`config.mk`:
```
export PLATFORM = sky130hd
export DESIGN_NAME = panel_monitor
export DESIGN_NICKNAME = d
export VERILOG_FILES = /design/src/pkg/panel_monitor_pkg.sv /design/src/hw/page_digits.sv /design/src/hw/panel_monitor.sv
export SDC_FILE = /design/constraint.sdc
export NUM_CORES = 1
export LEC_CHECK = 0
export BUFFER_PORTS_ARGS = -buffer_cell sky130_fd_sc_hd__buf_4
export CAP_MARGIN = 10
export CELL_PAD_IN_SITES_DETAIL_PLACEMENT = 1
export CELL_PAD_IN_SITES_GLOBAL_PLACEMENT = 1
export CORE_MARGIN = 2
export CORE_UTILIZATION = 35
export DETAILED_ROUTE_END_ITERATION = 8
export PLACE_DENSITY_LB_ADDON = 0.25
export SETUP_SLACK_MARGIN = 0.2
export SLEW_MARGIN = 40
export SYNTH_ARGS = -nofsm -noshare
export SYNTH_HDL_FRONTEND = slang
export SYNTH_SLANG_ARGS = --single-unit
```
`constraint.sdc`:
```
create_clock -name clk_sys -period 5.6 [get_ports clk_sys]
set_input_delay 0 -clock clk_sys [delete_from_list [all_inputs] [get_ports clk_sys]]
set_output_delay 0 -clock clk_sys [all_outputs]
set_load 0.02 [all_outputs]
```
`src/pkg/panel_monitor_pkg.sv`:
```
package panel_monitor_pkg;

  localparam int          NUM_AXES        = 2;
  localparam logic [4:0]  NUM_ITEMS       = 5'h11;
  localparam logic [4:0]  ITEM_SPEED      = 5'h00;
  localparam logic [4:0]  ITEM_ELEC_ANGLE = 5'h01;
  localparam logic [4:0]  CMD_PULSE_RATE_ITEM     = 5'h02;
  localparam logic [4:0]  ITEM_BUS_VOLT   = 5'h03;
  localparam logic [4:0]  ITEM_ANA_SPEED  = 5'h04;
  localparam logic [4:0]  ITEM_ANA_TORQUE = 5'h05;
  localparam logic [4:0]  TORQUE_CMD_ITEM         = 5'h06;
  localparam logic [4:0]  INPUT_STATE_ITEM        = 5'h07;
  localparam logic [4:0]  OUTPUT_STATE_ITEM       = 5'h08;
  localparam logic [4:0]  ENCODER_SIGNAL_ITEM     = 5'h09;
  localparam logic [4:0]  CMD_PULSE_COUNTER_ITEM  = 5'h0A;
  localparam logic [4:0]  FEEDBACK_COUNTER_ITEM   = 5'h0B;
  localparam logic [4:0]  POSITION_ERROR_ITEM     = 5'h0C;
  localparam logic [4:0]  ITEM_LOAD_RATE  = 5'h0D;
  localparam logic [4:0]  ITEM_INERTIA    = 5'h0E;
  localparam logic [4:0]  ENCODER_ANGLE_ITEM      = 5'h0F;
  localparam logic [4:0]  TURN_COUNT_ITEM         = 5'h10;

  // display character codes: 0..F are hex digits
  localparam logic [4:0]  CH_BLANK = 5'h10;
  localparam logic [4:0]  CH_U     = 5'h11;
  localparam logic [4:0]  CH_N     = 5'h12;
  localparam logic [4:0]  CH_LOW   = 5'h13;
  localparam logic [4:0]  CH_MID   = 5'h14;
  localparam logic [4:0]  CH_TOP   = 5'h15;

  // page of a 32-bit counter
  localparam logic [1:0]  PAGE_LOW = 2'h0;
  localparam logic [1:0]  PAGE_MID = 2'h1;
  localparam logic [1:0]  PAGE_TOP = 2'h2;

  // encoder monitor bit positions (bit 0 is display position 1)
  localparam int          ENC_BIT_A = 6;
  localparam int          ENC_BIT_B = 5;

  // pulse rate gate time, and its length in 4 ns cycles
  localparam int          CLK_MHZ       = 250;
  localparam int          RATE_GATE_US  = 1000;
  localparam int          RATE_GATE_CYC = RATE_GATE_US * CLK_MHZ;

  typedef enum logic [0:0] {
    ST_ITEM = 1'b0,
    ST_DATA = 1'b1
  } view_t;

  typedef struct packed {
    logic        up;
    logic        down;
    logic        set;
    logic        shift;
  } keys_t;

  typedef struct packed {
    logic [15:0] speed;
    logic [15:0] elec_angle;
    logic [15:0] bus_volt;
    logic [15:0] ana_speed;
    logic [15:0] ana_torque;
    logic [15:0] torque_pct;
    logic [15:0] torque_amps;
    logic [15:0] load_rate;
    logic [15:0] inertia;
    logic [15:0] turns;
    logic [31:0] pos_err;
    logic [31:0] enc_angle;
    logic        torque_in_amps;
    logic        pos_ctrl;
    logic        abs_enc;
    logic        incr_enc;
  } axis_live_t;

  typedef struct packed {
    logic [4:0]  ch4;
    logic [4:0]  ch3;
    logic [4:0]  ch2;
    logic [4:0]  ch1;
    logic [4:0]  ch0;
    logic [4:0]  dp;
    logic        bit_view;
    logic [7:0]  seg_upper;
    logic [7:0]  seg_lower;
    logic        item_valid;
  } disp_t;

endpackage

```
`src/hw/page_digits.sv`:
```
`timescale 1ns/1ns
module page_digits
  import panel_monitor_pkg::*;
(
  input  wire logic [31:0] value,
  input  wire logic        paged,
  input  wire logic [1:0]  page,
  output logic      [4:0]  d3,
  output logic      [4:0]  d2,
  output logic      [4:0]  d1,
  output logic      [4:0]  d0
);

  logic [15:0] sel;
  logic        top;

  // top page shows the sign extension of the counter as two digits
  always_comb begin
    top = paged && (page == PAGE_TOP);
    sel = value[15:0];
    if (paged && page == PAGE_MID) begin
      sel = value[31:16];
    end else if (top) begin
      sel = {8'h00, {8{value[31]}}};
    end
    d3 = top ? CH_BLANK : {1'b0, sel[15:12]};
    d2 = top ? CH_BLANK : {1'b0, sel[11:8]};
    d1 = {1'b0, sel[7:4]};
    d0 = {1'b0, sel[3:0]};
  end

endmodule

```
`src/hw/panel_monitor.sv`:
```
`timescale 1ns/1ns
module panel_monitor
  import panel_monitor_pkg::*;
#(
  parameter int RATE_GATE = RATE_GATE_CYC
)
(
  input  wire logic                      clk_sys,
  input  wire logic                      rst_b,
  input  wire logic                      ce,
  input  wire logic                      mon_active,
  input  wire keys_t                     keys,
  input  wire axis_live_t [NUM_AXES-1:0] live,
  input  wire logic [NUM_AXES-1:0]       cmd_pulse_pin,
  input  wire logic [NUM_AXES-1:0]       cmd_dir_pin,
  input  wire logic [NUM_AXES-1:0][7:0]  enc_pin,
  input  wire logic [7:0]                in_term_pin,
  input  wire logic [5:0]                out_term_state,
  output disp_t                          disp
);

  view_t                           view_ff;
  logic  [4:0]                     item_ff;
  logic                            axis_ff;
  logic  [1:0]                     page_ff;
  disp_t                           disp_ff;
  disp_t                           nxt_disp;

  logic  [NUM_AXES-1:0][7:0]       enc_s1_ff;
  logic  [NUM_AXES-1:0][7:0]       enc_s2_ff;
  logic  [NUM_AXES-1:0]            pls_s1_ff;
  logic  [NUM_AXES-1:0]            pls_s2_ff;
  logic  [NUM_AXES-1:0]            pls_d_ff;
  logic  [NUM_AXES-1:0]            dir_s1_ff;
  logic  [NUM_AXES-1:0]            dir_s2_ff;
  logic  [7:0]                     in_s1_ff;
  logic  [7:0]                     in_s2_ff;
  logic  [NUM_AXES-1:0][1:0]       quad_d_ff;
  logic  [NUM_AXES-1:0][31:0]      cmd_cnt_ff;
  logic  [NUM_AXES-1:0][31:0]      fb_cnt_ff;
  logic  [NUM_AXES-1:0][15:0]      rate_acc_ff;
  logic  [NUM_AXES-1:0][15:0]      rate_ff;
  logic  [31:0]                    gate_cnt_ff;
  logic                            gate_end;

  axis_live_t                      sel_live;
  logic  [31:0]                    sel_value;
  logic                            sel_paged;
  logic                            sel_valid;
  logic                            sel_bits;
  logic  [7:0]                     sel_upper;
  logic  [7:0]                     sel_lower;
  logic  [4:0]                     dg3;
  logic  [4:0]                     dg2;
  logic  [4:0]                     dg1;
  logic  [4:0]                     dg0;
  logic  [4:0]                     item_tens;
  logic  [4:0]                     item_units;

  assign disp = disp_ff;

  // pins are asynchronous to clk_sys: two flops before use
  always_ff @(posedge clk_sys or negedge rst_b) begin
    if (!rst_b) begin
      enc_s1_ff <= '0;
      enc_s2_ff <= '0;
      pls_s1_ff <= '0;
      pls_s2_ff <= '0;
      dir_s1_ff <= '0;
      dir_s2_ff <= '0;
      in_s1_ff  <= '0;
      in_s2_ff  <= '0;
    end else if (ce) begin
      enc_s1_ff <= enc_pin;
      enc_s2_ff <= enc_s1_ff;
      pls_s1_ff <= cmd_pulse_pin;
      pls_s2_ff <= pls_s1_ff;
      dir_s1_ff <= cmd_dir_pin;
      dir_s2_ff <= dir_s1_ff;
      in_s1_ff  <= in_term_pin;
      in_s2_ff  <= in_s1_ff;
    end
  end

  // shared gate timer for the pulse rate measurement
  assign gate_end = (gate_cnt_ff == 32'(RATE_GATE - 1));

  always_ff @(posedge clk_sys or negedge rst_b) begin
    if (!rst_b) begin
      gate_cnt_ff <= '0;
    end else if (ce) begin
      gate_cnt_ff <= gate_end ? '0 : gate_cnt_ff + 32'h0000_0001;
    end
  end

  for (genvar ax = 0; ax < NUM_AXES; ax++) begin : g_axis
    logic       pls_rise;
    logic [1:0] quad_now;
    logic       quad_step;
    logic       quad_up;

    assign pls_rise  = pls_s2_ff[ax] && !pls_d_ff[ax];
    assign quad_now  = {enc_s2_ff[ax][ENC_BIT_A], enc_s2_ff[ax][ENC_BIT_B]};
    assign quad_step = (quad_now != quad_d_ff[ax]) && (quad_now != ~quad_d_ff[ax]);
    // gray sequence 00,10,11,01 counts up
    assign quad_up   = (quad_d_ff[ax][1] ^ quad_now[0]) == 1'b0;

    always_ff @(posedge clk_sys or negedge rst_b) begin
      if (!rst_b) begin
        pls_d_ff[ax]   <= 1'b0;
        cmd_cnt_ff[ax] <= '0;
      end else if (ce) begin
        pls_d_ff[ax] <= pls_s2_ff[ax];
        if (pls_rise && live[ax].pos_ctrl) begin
          // count wraps freely; software reads the difference
          cmd_cnt_ff[ax] <= dir_s2_ff[ax] ? cmd_cnt_ff[ax] - 32'h0000_0001
                                          : cmd_cnt_ff[ax] + 32'h0000_0001;
        end
      end
    end

    always_ff @(posedge clk_sys or negedge rst_b) begin
      if (!rst_b) begin
        rate_acc_ff[ax] <= '0;
        rate_ff[ax]     <= '0;
      end else if (ce) begin
        if (gate_end) begin
          // pulses per millisecond equals kilohertz
          rate_ff[ax]     <= rate_acc_ff[ax];
          rate_acc_ff[ax] <= {15'h0000, pls_rise};
        end else if (pls_rise && rate_acc_ff[ax] != 16'hFFFF) begin
          rate_acc_ff[ax] <= rate_acc_ff[ax] + 16'h0001;
        end
      end
    end

    always_ff @(posedge clk_sys or negedge rst_b) begin
      if (!rst_b) begin
        quad_d_ff[ax] <= '0;
        fb_cnt_ff[ax] <= '0;
      end else if (ce) begin
        quad_d_ff[ax] <= quad_now;
        // every edge of A or B counts; a double jump is a lost step, not counted
        if (quad_step) begin
          fb_cnt_ff[ax] <= quad_up ? fb_cnt_ff[ax] + 32'h0000_0001
                                   : fb_cnt_ff[ax] - 32'h0000_0001;
        end
      end
    end
  end

  // key handling; the block has no path to the drive, so browsing is harmless
  always_ff @(posedge clk_sys or negedge rst_b) begin
    if (!rst_b) begin
      view_ff <= ST_ITEM;
      item_ff <= ITEM_SPEED;
      axis_ff <= 1'b0;
      page_ff <= PAGE_LOW;
    end else if (ce) begin
      if (!mon_active) begin
        view_ff <= ST_ITEM;
        page_ff <= PAGE_LOW;
      end else begin
        case (view_ff)
          ST_ITEM: begin
            if (keys.set) begin
              view_ff <= ST_DATA;
              page_ff <= PAGE_LOW;
            end else if (keys.up) begin
              item_ff <= (item_ff == NUM_ITEMS - 5'h01) ? 5'h00 : item_ff + 5'h01;
            end else if (keys.down) begin
              item_ff <= (item_ff == 5'h00) ? NUM_ITEMS - 5'h01 : item_ff - 5'h01;
            end
          end
          ST_DATA: begin
            if (keys.set) begin
              view_ff <= ST_ITEM;
            end else if (keys.up || keys.down) begin
              axis_ff <= ~axis_ff;
            end else if (keys.shift && sel_paged) begin
              page_ff <= (page_ff == PAGE_TOP) ? PAGE_LOW : page_ff + 2'h1;
            end
          end
          default: begin
            view_ff <= ST_ITEM;
          end
        endcase
      end
    end
  end

  // value selection for the item and axis on show
  always_comb begin
    sel_live  = live[axis_ff];
    sel_value = '0;
    sel_paged = 1'b0;
    sel_valid = 1'b1;
    sel_bits  = 1'b0;
    sel_upper = '0;
    sel_lower = '0;
    case (item_ff)
      ITEM_SPEED: begin
        sel_value = {16'h0000, sel_live.speed};
      end
      ITEM_ELEC_ANGLE: begin
        sel_value = {16'h0000, sel_live.elec_angle};
      end
      CMD_PULSE_RATE_ITEM: begin
        sel_value = {16'h0000, rate_ff[axis_ff]};
        sel_valid = sel_live.pos_ctrl;
      end
      ITEM_BUS_VOLT: begin
        sel_value = {16'h0000, sel_live.bus_volt};
      end
      ITEM_ANA_SPEED: begin
        sel_value = {16'h0000, sel_live.ana_speed};
      end
      ITEM_ANA_TORQUE: begin
        sel_value = {16'h0000, sel_live.ana_torque};
      end
      TORQUE_CMD_ITEM: begin
        sel_value = sel_live.torque_in_amps ? {16'h0000, sel_live.torque_amps}
                                            : {16'h0000, sel_live.torque_pct};
      end
      INPUT_STATE_ITEM: begin
        sel_bits  = 1'b1;
        sel_upper = ~in_s2_ff;
        sel_lower = in_s2_ff;
      end
      OUTPUT_STATE_ITEM: begin
        sel_bits  = 1'b1;
        sel_upper = {2'b00, ~out_term_state};
        sel_lower = {2'b00, out_term_state};
      end
      ENCODER_SIGNAL_ITEM: begin
        sel_bits  = 1'b1;
        sel_valid = sel_live.incr_enc;
        sel_upper = ~enc_s2_ff[axis_ff];
        sel_lower = enc_s2_ff[axis_ff];
      end
      CMD_PULSE_COUNTER_ITEM: begin
        sel_value = cmd_cnt_ff[axis_ff];
        sel_paged = 1'b1;
        sel_valid = sel_live.pos_ctrl;
      end
      FEEDBACK_COUNTER_ITEM: begin
        sel_value = fb_cnt_ff[axis_ff];
        sel_paged = 1'b1;
      end
      POSITION_ERROR_ITEM: begin
        sel_value = sel_live.pos_err;
        sel_paged = 1'b1;
        sel_valid = sel_live.pos_ctrl;
      end
      ITEM_LOAD_RATE: begin
        sel_value = {16'h0000, sel_live.load_rate};
      end
      ITEM_INERTIA: begin
        sel_value = {16'h0000, sel_live.inertia};
      end
      ENCODER_ANGLE_ITEM: begin
        sel_value = sel_live.enc_angle;
        sel_paged = 1'b1;
      end
      TURN_COUNT_ITEM: begin
        sel_value = {16'h0000, sel_live.turns};
        sel_valid = sel_live.abs_enc;
      end
      default: begin
        sel_valid = 1'b0;
      end
    endcase
  end

  page_digits u_page_digits (
    .value (sel_value),
    .paged (sel_paged),
    .page  (page_ff),
    .d3    (dg3),
    .d2    (dg2),
    .d1    (dg1),
    .d0    (dg0)
  );

  // item number is at most 16, so tens is 0 or 1
  assign item_tens  = (item_ff >= 5'h0A) ? 5'h01 : 5'h00;
  assign item_units = (item_ff >= 5'h0A) ? item_ff - 5'h0A : item_ff;

  always_comb begin
    nxt_disp            = '0;
    nxt_disp.item_valid = sel_valid;
    if (view_ff == ST_ITEM) begin
      nxt_disp.ch4 = CH_U;
      nxt_disp.ch3 = CH_N;
      nxt_disp.ch2 = 5'h00;
      nxt_disp.ch1 = item_tens;
      nxt_disp.ch0 = item_units;
    end else if (!sel_valid) begin
      // invalid items show dashes rather than stale numbers
      nxt_disp.ch4 = CH_MID;
      nxt_disp.ch3 = CH_MID;
      nxt_disp.ch2 = CH_MID;
      nxt_disp.ch1 = CH_MID;
      nxt_disp.ch0 = CH_MID;
      nxt_disp.dp  = {4'h0, axis_ff};
    end else if (sel_bits) begin
      nxt_disp.ch4       = CH_BLANK;
      nxt_disp.ch3       = CH_BLANK;
      nxt_disp.ch2       = CH_BLANK;
      nxt_disp.ch1       = CH_BLANK;
      nxt_disp.ch0       = CH_BLANK;
      nxt_disp.bit_view  = 1'b1;
      nxt_disp.seg_upper = sel_upper;
      nxt_disp.seg_lower = sel_lower;
      nxt_disp.dp        = {4'h0, axis_ff};
    end else begin
      nxt_disp.ch4 = !sel_paged ? CH_BLANK :
                     (page_ff == PAGE_LOW) ? CH_LOW :
                     (page_ff == PAGE_MID) ? CH_MID : CH_TOP;
      nxt_disp.ch3 = dg3;
      nxt_disp.ch2 = dg2;
      nxt_disp.ch1 = dg1;
      nxt_disp.ch0 = dg0;
      nxt_disp.dp  = {4'h0, axis_ff};
    end
  end

  // registered every enabled cycle so the shown value tracks the live one
  always_ff @(posedge clk_sys or negedge rst_b) begin
    if (!rst_b) begin
      disp_ff <= '0;
    end else if (ce) begin
      disp_ff <= nxt_disp;
    end
  end

endmodule

```
==> flow_metrics.tcl, run 1 <==
set metrics [dict create \
    final_net_count 4009 \
    post_cts_hold_buffer_count 44 \
    layout_min_cycle_time_ns 4.38 \
    slew_limit_fails 0 \
    final.fill_count 8309 \
    async_flop_share_pct 100 \
    finalSetupViolCount 0 \
    syn_area_per_cell_um2 8.81 \
    synth_cells 2854 \
    synth-seq-cells 338 \
    grt_setup_unrepaired "false" \
    worst_hold_path_class "input pin to flop" \
    port_buffers 540 \
    die_height_um 272 \
    area.growth.synth_to_final_pct 28.5 \
    wl_mm 114 \
    place_worst_setup_slack_ns 1.20 \
    place.gp.congestion 0.959 \
    synth_area_um2 25100 \
    yosys_warnings 0 \
    area_of_the_multi_input_gates_um2 15800 \
    grt_overflow_total 0 \
    via_density_per_instance 5.80 \
    hpwlAfterDp_mm 88.5 \
    critical_path_class "flop to flop" \
    irDropWorstVdd_v 0.000288 \
    outcome "complete, no violations" \
    first_global_vias 26300 \
    power.static_leakage_uw 0.0149 \
    worstPathMaxFanout 14 \
    placed_area_um2 30200 \
    final.setup.tns_ns 0 \
    register_area_um2 8460 \
    final_design_area_no_fill_um2 32300 \
    vias 25300 \
    final_hold_viol_count 0 \
    drtAntennaViolNets 0 \
    synth_seq_area_share_pct 33.6 \
    ys_dominant_reg_cell "dfrtp_1" \
    cts_repair_resize_count 0 \
    timing.critical_path.from_type "flop" \
    initial_core_util_pct 35.3 \
    post_drt_wl_per_cell_um 26.2 \
    post-route-drc-count 0 \
    worstPathArrival_ns 4.82 \
    maxClockFrequency_mhz 228 \
    floorplan.die_area_um2 74000 \
    floorplan.rows 98 \
    fin_ws_ns 1.22 \
    synth-edff-count 0 \
    maxSlewHeadroom_pct 40.1 \
    timing.final.crit_share_pct 78.3 \
    post_synth_num_cell_types 82 \
    antenna_violations_before_repair 4 \
    clock_root_buffer "clkbuf_16" \
    grtUsageTotal_pct 30.0 \
    cts_htree_levels 2 \
    detail_route.first_pass.iterations 6 \
    grt_pass1_wl_mm 168 \
    numClockSinks 338 \
    crit_required_ns 6.04 \
    floorplan.core_area_um2 71200 \
    floorplan.die.width_um 272 \
    power.density_nw_per_um2 509 \
    clock_tree_from_tritoncts "yes" \
    finish.utilization_pct 45.3 \
    post-cts-setup-buffer-count 0 \
    maxCapViolCount 0 \
    first_iter_violations 1679 \
    design.portCount 546 \
    clock_skew_ns 0.0389 \
    pin_count_of_the_biggest_net_entering_global_routing 127 \
    cts_inserted_buffers 44 \
    clk_transition_reported_paths_ns 0.06 \
    clkLatencyLatePin_ns 0.60 \
    number_of_buffers_on_the_longest_clock_path 3 \
    final_layout_size_suffix_gt1_share_pct 23.8 \
    cp-end-kind "flop" \
    timing_worst_slew_pin_value_ns 0.886 \
]
==> stage by stage <==
stage | cells | total power, µW | hold WS (ns)
after floorplan | 2858 | 10000 | -0.296
after global placement | 4230 | 12900 | 0.123
after detailed placement | 4233 | 13200 | -0.0859
after CTS | 4359 | 16400 | 0.00428
after global routing | 4360 | 17500 | 0.0708
final | 4361 | 16400 | 0.0178
==> cells in the final DEF, fill, tap and decap left out, types with 16 or more instances in the layout <==
master and count:
a21o_1 55, nand4_1 36, or3_1 16, o211ai_1 19
nor2_1 153, a221oi_1 44, dlygate4sd3_1 43, a22oi_1 30
ha_1 132, nand3_1 75, and3_1 21, o22ai_1 103
nand2_1 342, nor4_1 18, xnor2_1 83, mux2i_1 201
inv_1 86, a21oi_1 169, nand2b_1 20, mux2_2 101
buf_4 579, clkbuf_16 46, o21bai_1 23, dfrtp_1 335
a211oi_1 35, nor3_1 49, o31ai_1 16, o21ai_0 206
xor2_1 87, nor2b_1 31
==> area by class of cell <==
cell class / instances / share of cell area (%)
timing repair buffer: 633 / 15.4
inverter: 87 / 1.01
clock inverter: 20 / 0.798
clock buffer: 62 / 4.09
sequential: 338 / 26.2
antenna: 1 / 0.00775
tap: 950 / 3.68
multi-input combinational: 2270 / 48.8
==> cells by family after synthesis <==
group	count (synthesis)	synth area share [%]
xor+xnor	171	5.96
mux	302	12.5
buf+inv	250	4.10
simple gates	836	15.9
compound gates	819	20.9
flops	338	33.6
other cells	1	0.0149
fa+ha+maj	137	6.94
==> worst max-delay path: stages, from the launching register on <==
cell and delay (ns):
dfrtp_1 0.42, xnor2_1 0.44, inv_1 0.42, buf_4 0.33
fa_1 0.43, a211oi_1 0.29, o211ai_1 0.17, a21oi_1 0.35
o31ai_1 0.15, a41oi_1 0.50, o31ai_1 0.19, a221oi_2 0.29
xor2_1 0.18, o21ai_1 0.07
==> flip-flops by register name, indices dropped and copies added (netlist names), 4 cells and up <==
register	count
cmd_cnt_ff	64
disp	43
enc_s1_ff	16
enc_s2_ff	16
fb_cnt_ff	64
gate_cnt_ff	32
in_s1_ff	8
in_s2_ff	8
item_ff	5
quad_d_ff	4
rate_acc_ff	32
rate_ff	32
==> layer usage <==
metal / global-route usage (%) / wire length (µm) / vias up
li1: - / - / 11600
met1: 39.5 / 48900 / 12700
met2: 49.4 / 53200 / 879
met3: 5.22 / 7900 / 154
met4: 10.9 / 4280 / 0
met5: 0 / 0 / -
==> power by group <==
group          switching (µW)  internal [µW]
clock                    1210           1880
combinational            5570           3770
sequential                923           3080
==> synthesized netlist by cell type, types with 20 or more instances <==
| library cell | number | area (µm²) |
|---|---|---|
| xnor2_1 | 83 | 727 |
| o21bai_1 | 23 | 173 |
| inv_1 | 86 | 323 |
| nand3_1 | 76 | 380 |
| nor2_1 | 153 | 574 |
| o22ai_1 | 103 | 644 |
| a21o_1 | 55 | 413 |
| a22oi_1 | 30 | 225 |
| nor2b_1 | 31 | 194 |
| a221oi_1 | 44 | 385 |
| a211oi_1 | 37 | 278 |
| ha_1 | 133 | 1660 |
| mux2i_1 | 201 | 2010 |
| buf_2 | 37 | 185 |
| o21ai_0 | 206 | 1030 |
| dfrtp_1 | 338 | 8460 |
| nand2b_1 | 20 | 125 |
| nor3_1 | 49 | 245 |
| xor2_1 | 88 | 771 |
| mux2_2 | 101 | 1140 |
| nand2_1 | 343 | 1290 |
| clkbuf_1 | 95 | 357 |
| nor4_1 | 20 | 125 |
| nand4_1 | 36 | 225 |
| and3_1 | 21 | 131 |
| a21oi_1 | 169 | 846 |
==> path summary, 6_finish.rpt <==
path	depth (start not counted)	slack, ns	from	end
max	13	1.22	enc_s2_ff[5]	fb_cnt_ff[30]
max reg2reg	13	1.22	enc_s2_ff[5]	fb_cnt_ff[30]
max in group asynchronous	5	3.85	rst_b	item_ff[3]
min reg2reg	1	0.47	gate_cnt_ff[31]	gate_cnt_ff[31]
min	4	0.02	keys[2]	item_ff[0]
min in group asynchronous	4	0.53	rst_b	cmd_cnt_ff[9]
Note: power is estimated with default switching activity, not from simulation.
==> run 2, diff against run 1 <==
==> constraint.sdc (replaced) <==
create_clock -name clk_sys -period 3.87 [get_ports clk_sys]
set_input_delay 0 -clock clk_sys [delete_from_list [all_inputs] [get_ports clk_sys]]
set_output_delay 0 -clock clk_sys [all_outputs]
set_load 0.02 [all_outputs]
==> flow_metrics.tcl, run 2 (synthesis results as in run 1) <==
set metrics [dict create \
    finalNonFillerCells 4418 \
    post-route-drc-count 0 \
    cts_inserted_buffers 44 \
    area_of_the_multi_input_gates_um2 15900 \
    cts_htree_levels 2 \
    register_area_um2 8460 \
    clkLatencyLatePin_ns 0.62 \
    worstPathArrival_ns 4.03 \
    first_iter_violations 1894 \
    cp-end-kind "flop" \
    timing_worst_slew_pin_value_ns 0.836 \
    finalSetupViolCount 0 \
    via_density_per_instance 5.80 \
    fin_ws_ns 0.331 \
    maxSlewHeadroom_pct 43.7 \
    crit_required_ns 4.36 \
    place_worst_setup_slack_ns -0.0417 \
    pin_count_of_the_biggest_net_entering_global_routing 106 \
    grt_setup_unrepaired "false" \
    detail_route.first_pass.iterations 6 \
    initial_core_util_pct 35.3 \
    cpMaxStageDelayCell "or4b_1" \
    post_drt_wl_per_cell_um 26.8 \
    final_hold_viol_count 0 \
    hold_ws_ns 0.0610 \
    place.gp.congestion 0.952 \
    final.fill_count 8241 \
    slew_limit_fails 0 \
    layout_min_cycle_time_ns 3.54 \
    die_height_um 272 \
    irDropWorstVdd_v 0.000395 \
    clock_skew_ns 0.0269 \
    critical_path.max_stage_delay_ns 0.49 \
    outcome "complete, no violations" \
    clock_root_buffer "clkbuf_16" \
    timing.critical_path.from_type "flop" \
    maxClockFrequency_mhz 283 \
    design.portCount 546 \
    worstPathMaxFanout 34 \
    power.density_nw_per_um2 745 \
    vias 25600 \
    number_of_buffers_on_the_longest_clock_path 3 \
    final_layout_size_suffix_gt1_share_pct 25.1 \
    grtUsageTotal_pct 31.3 \
    power.static_leakage_uw 0.0152 \
    final_net_count 4068 \
    placed_cells 4280 \
    finish.utilization_pct 46.4 \
    timing.final.crit_share_pct 91.5 \
    floorplan.rows 98 \
    layout.cells.most_common "buf_4" \
    maxCapViolCount 0 \
    timing.critical_path.cells "xor2_2 > buf_12 > ha_1 > nand2_1 > or3_1 > or4b_1 > nand3_2 > o41ai_2 > buf_4 > o31a_1 > nor4_2 > a211oi_1 > xnor2_1" \
    clk_transition_reported_paths_ns 0.06 \
    placed_area_um2 30800 \
    grt_pass1_wl_mm 174 \
    worst_hold_path_class "input pin to flop" \
    floorplan.die_area_um2 74000 \
    n_antenna_cell 0 \
    critical_path_class "flop to flop" \
    area.growth.synth_to_final_pct 31.4 \
    floorplan.core_area_um2 71200 \
    clock_tree_from_tritoncts "yes" \
    wl_mm 119 \
    final_design_area_no_fill_um2 33000 \
    hpwlAfterDp_mm 93.9 \
    first_global_vias 26900 \
    antenna_violations_before_repair 3 \
    numClockSinks 338 \
    final_cell_mix "buf_4 (616), nand2_1 (339), dfrtp_1 (337), o21ai_0 (204), mux2i_1 (201)" \
    drtAntennaViolNets 0 \
    grt_overflow_total 0 \
    port_buffers 540 \
    floorplan.die.width_um 272 \
]
## run 2: changes by cell type in the layout (fill, tap and decap cells not counted), sizes merged
cell and change:
inv +1, diode -1, bufinv +1, clkinv -6, clkinvlp +5, buf +47, dlygate4sd3 +12, clkbuf -2
## run 2: final timing paths
check | start | slack [ns] | cells after the start | endpoint
hold / removal | live[436] | 0.06 | 5 | disp[38]
setup reg to reg | enc_s2_ff[13] | 0.33 | 13 | fb_cnt_ff[63]
min in group asynchronous | rst_b | 0.41 | 3 | cmd_cnt_ff[28]
max in group asynchronous | rst_b | 2.11 | 5 | axis_ff
setup / recovery | enc_s2_ff[13] | 0.33 | 13 | fb_cnt_ff[63]
hold reg to reg | rate_ff[16] | 0.47 | 2 | rate_ff[16]
## run 2: timing repair
action,4_1_cts,5_1_grt
gates cloned,0,0
setup buffers,0,1
endpoints found under the setup margin,4,20
hold buffers,54,1
gates resized for setup,2,20
pin swaps,0,1
endpoints found under the hold margin,159,26
## run 2: worst max-delay path, delay by kind of cell (launching register included)
kind / cells / cell delay [ns]
xor gates and xnor gates: 2 / 0.31
and+or+nand+nor: 5 / 1.39
DFF: 1 / 0.44
buffers and inverters: 2 / 0.34
AOI/OAI and AO/OA: 3 / 0.48
adders and majority gates: 1 / 0.43
## run 2: area by class of cell
| cell class | instances | area share, % |
|---|---|---|
| clock buffers | 60 | 3.67 |
| clock inverters | 21 | 0.977 |
| inverters | 87 | 1.00 |
| multi-input cells | 2270 | 48.3 |
| flip-flops and latches | 338 | 25.6 |
| well taps | 950 | 3.60 |
| repair buffers | 692 | 16.8 |
## run 2: per-stage QoR
stage / total power [µW] / TNS, ns
floorplan: 14600 / 0
global placement: 19400 / 0
detailed placement: 19800 / -0.0417
CTS: 24400 / 0
global route: 26100 / 0
finish: 24600 / 0
## run 2: layer usage
metal,up-vias,share of wire [%],track usage (%)
met5,-,0.011,0
met4,2,3.4,10.0
met3,158,6.7,5.80
met2,872,47,52.5
met1,12900,42,40.7
li1,11700,-,-
## run 2: report_power, final
part           internal [µW]  switching (µW)  total, µW
Sequential              4460            1320       5780
Clock                   2620            1800       4430
Combinational           5990            8380      14400
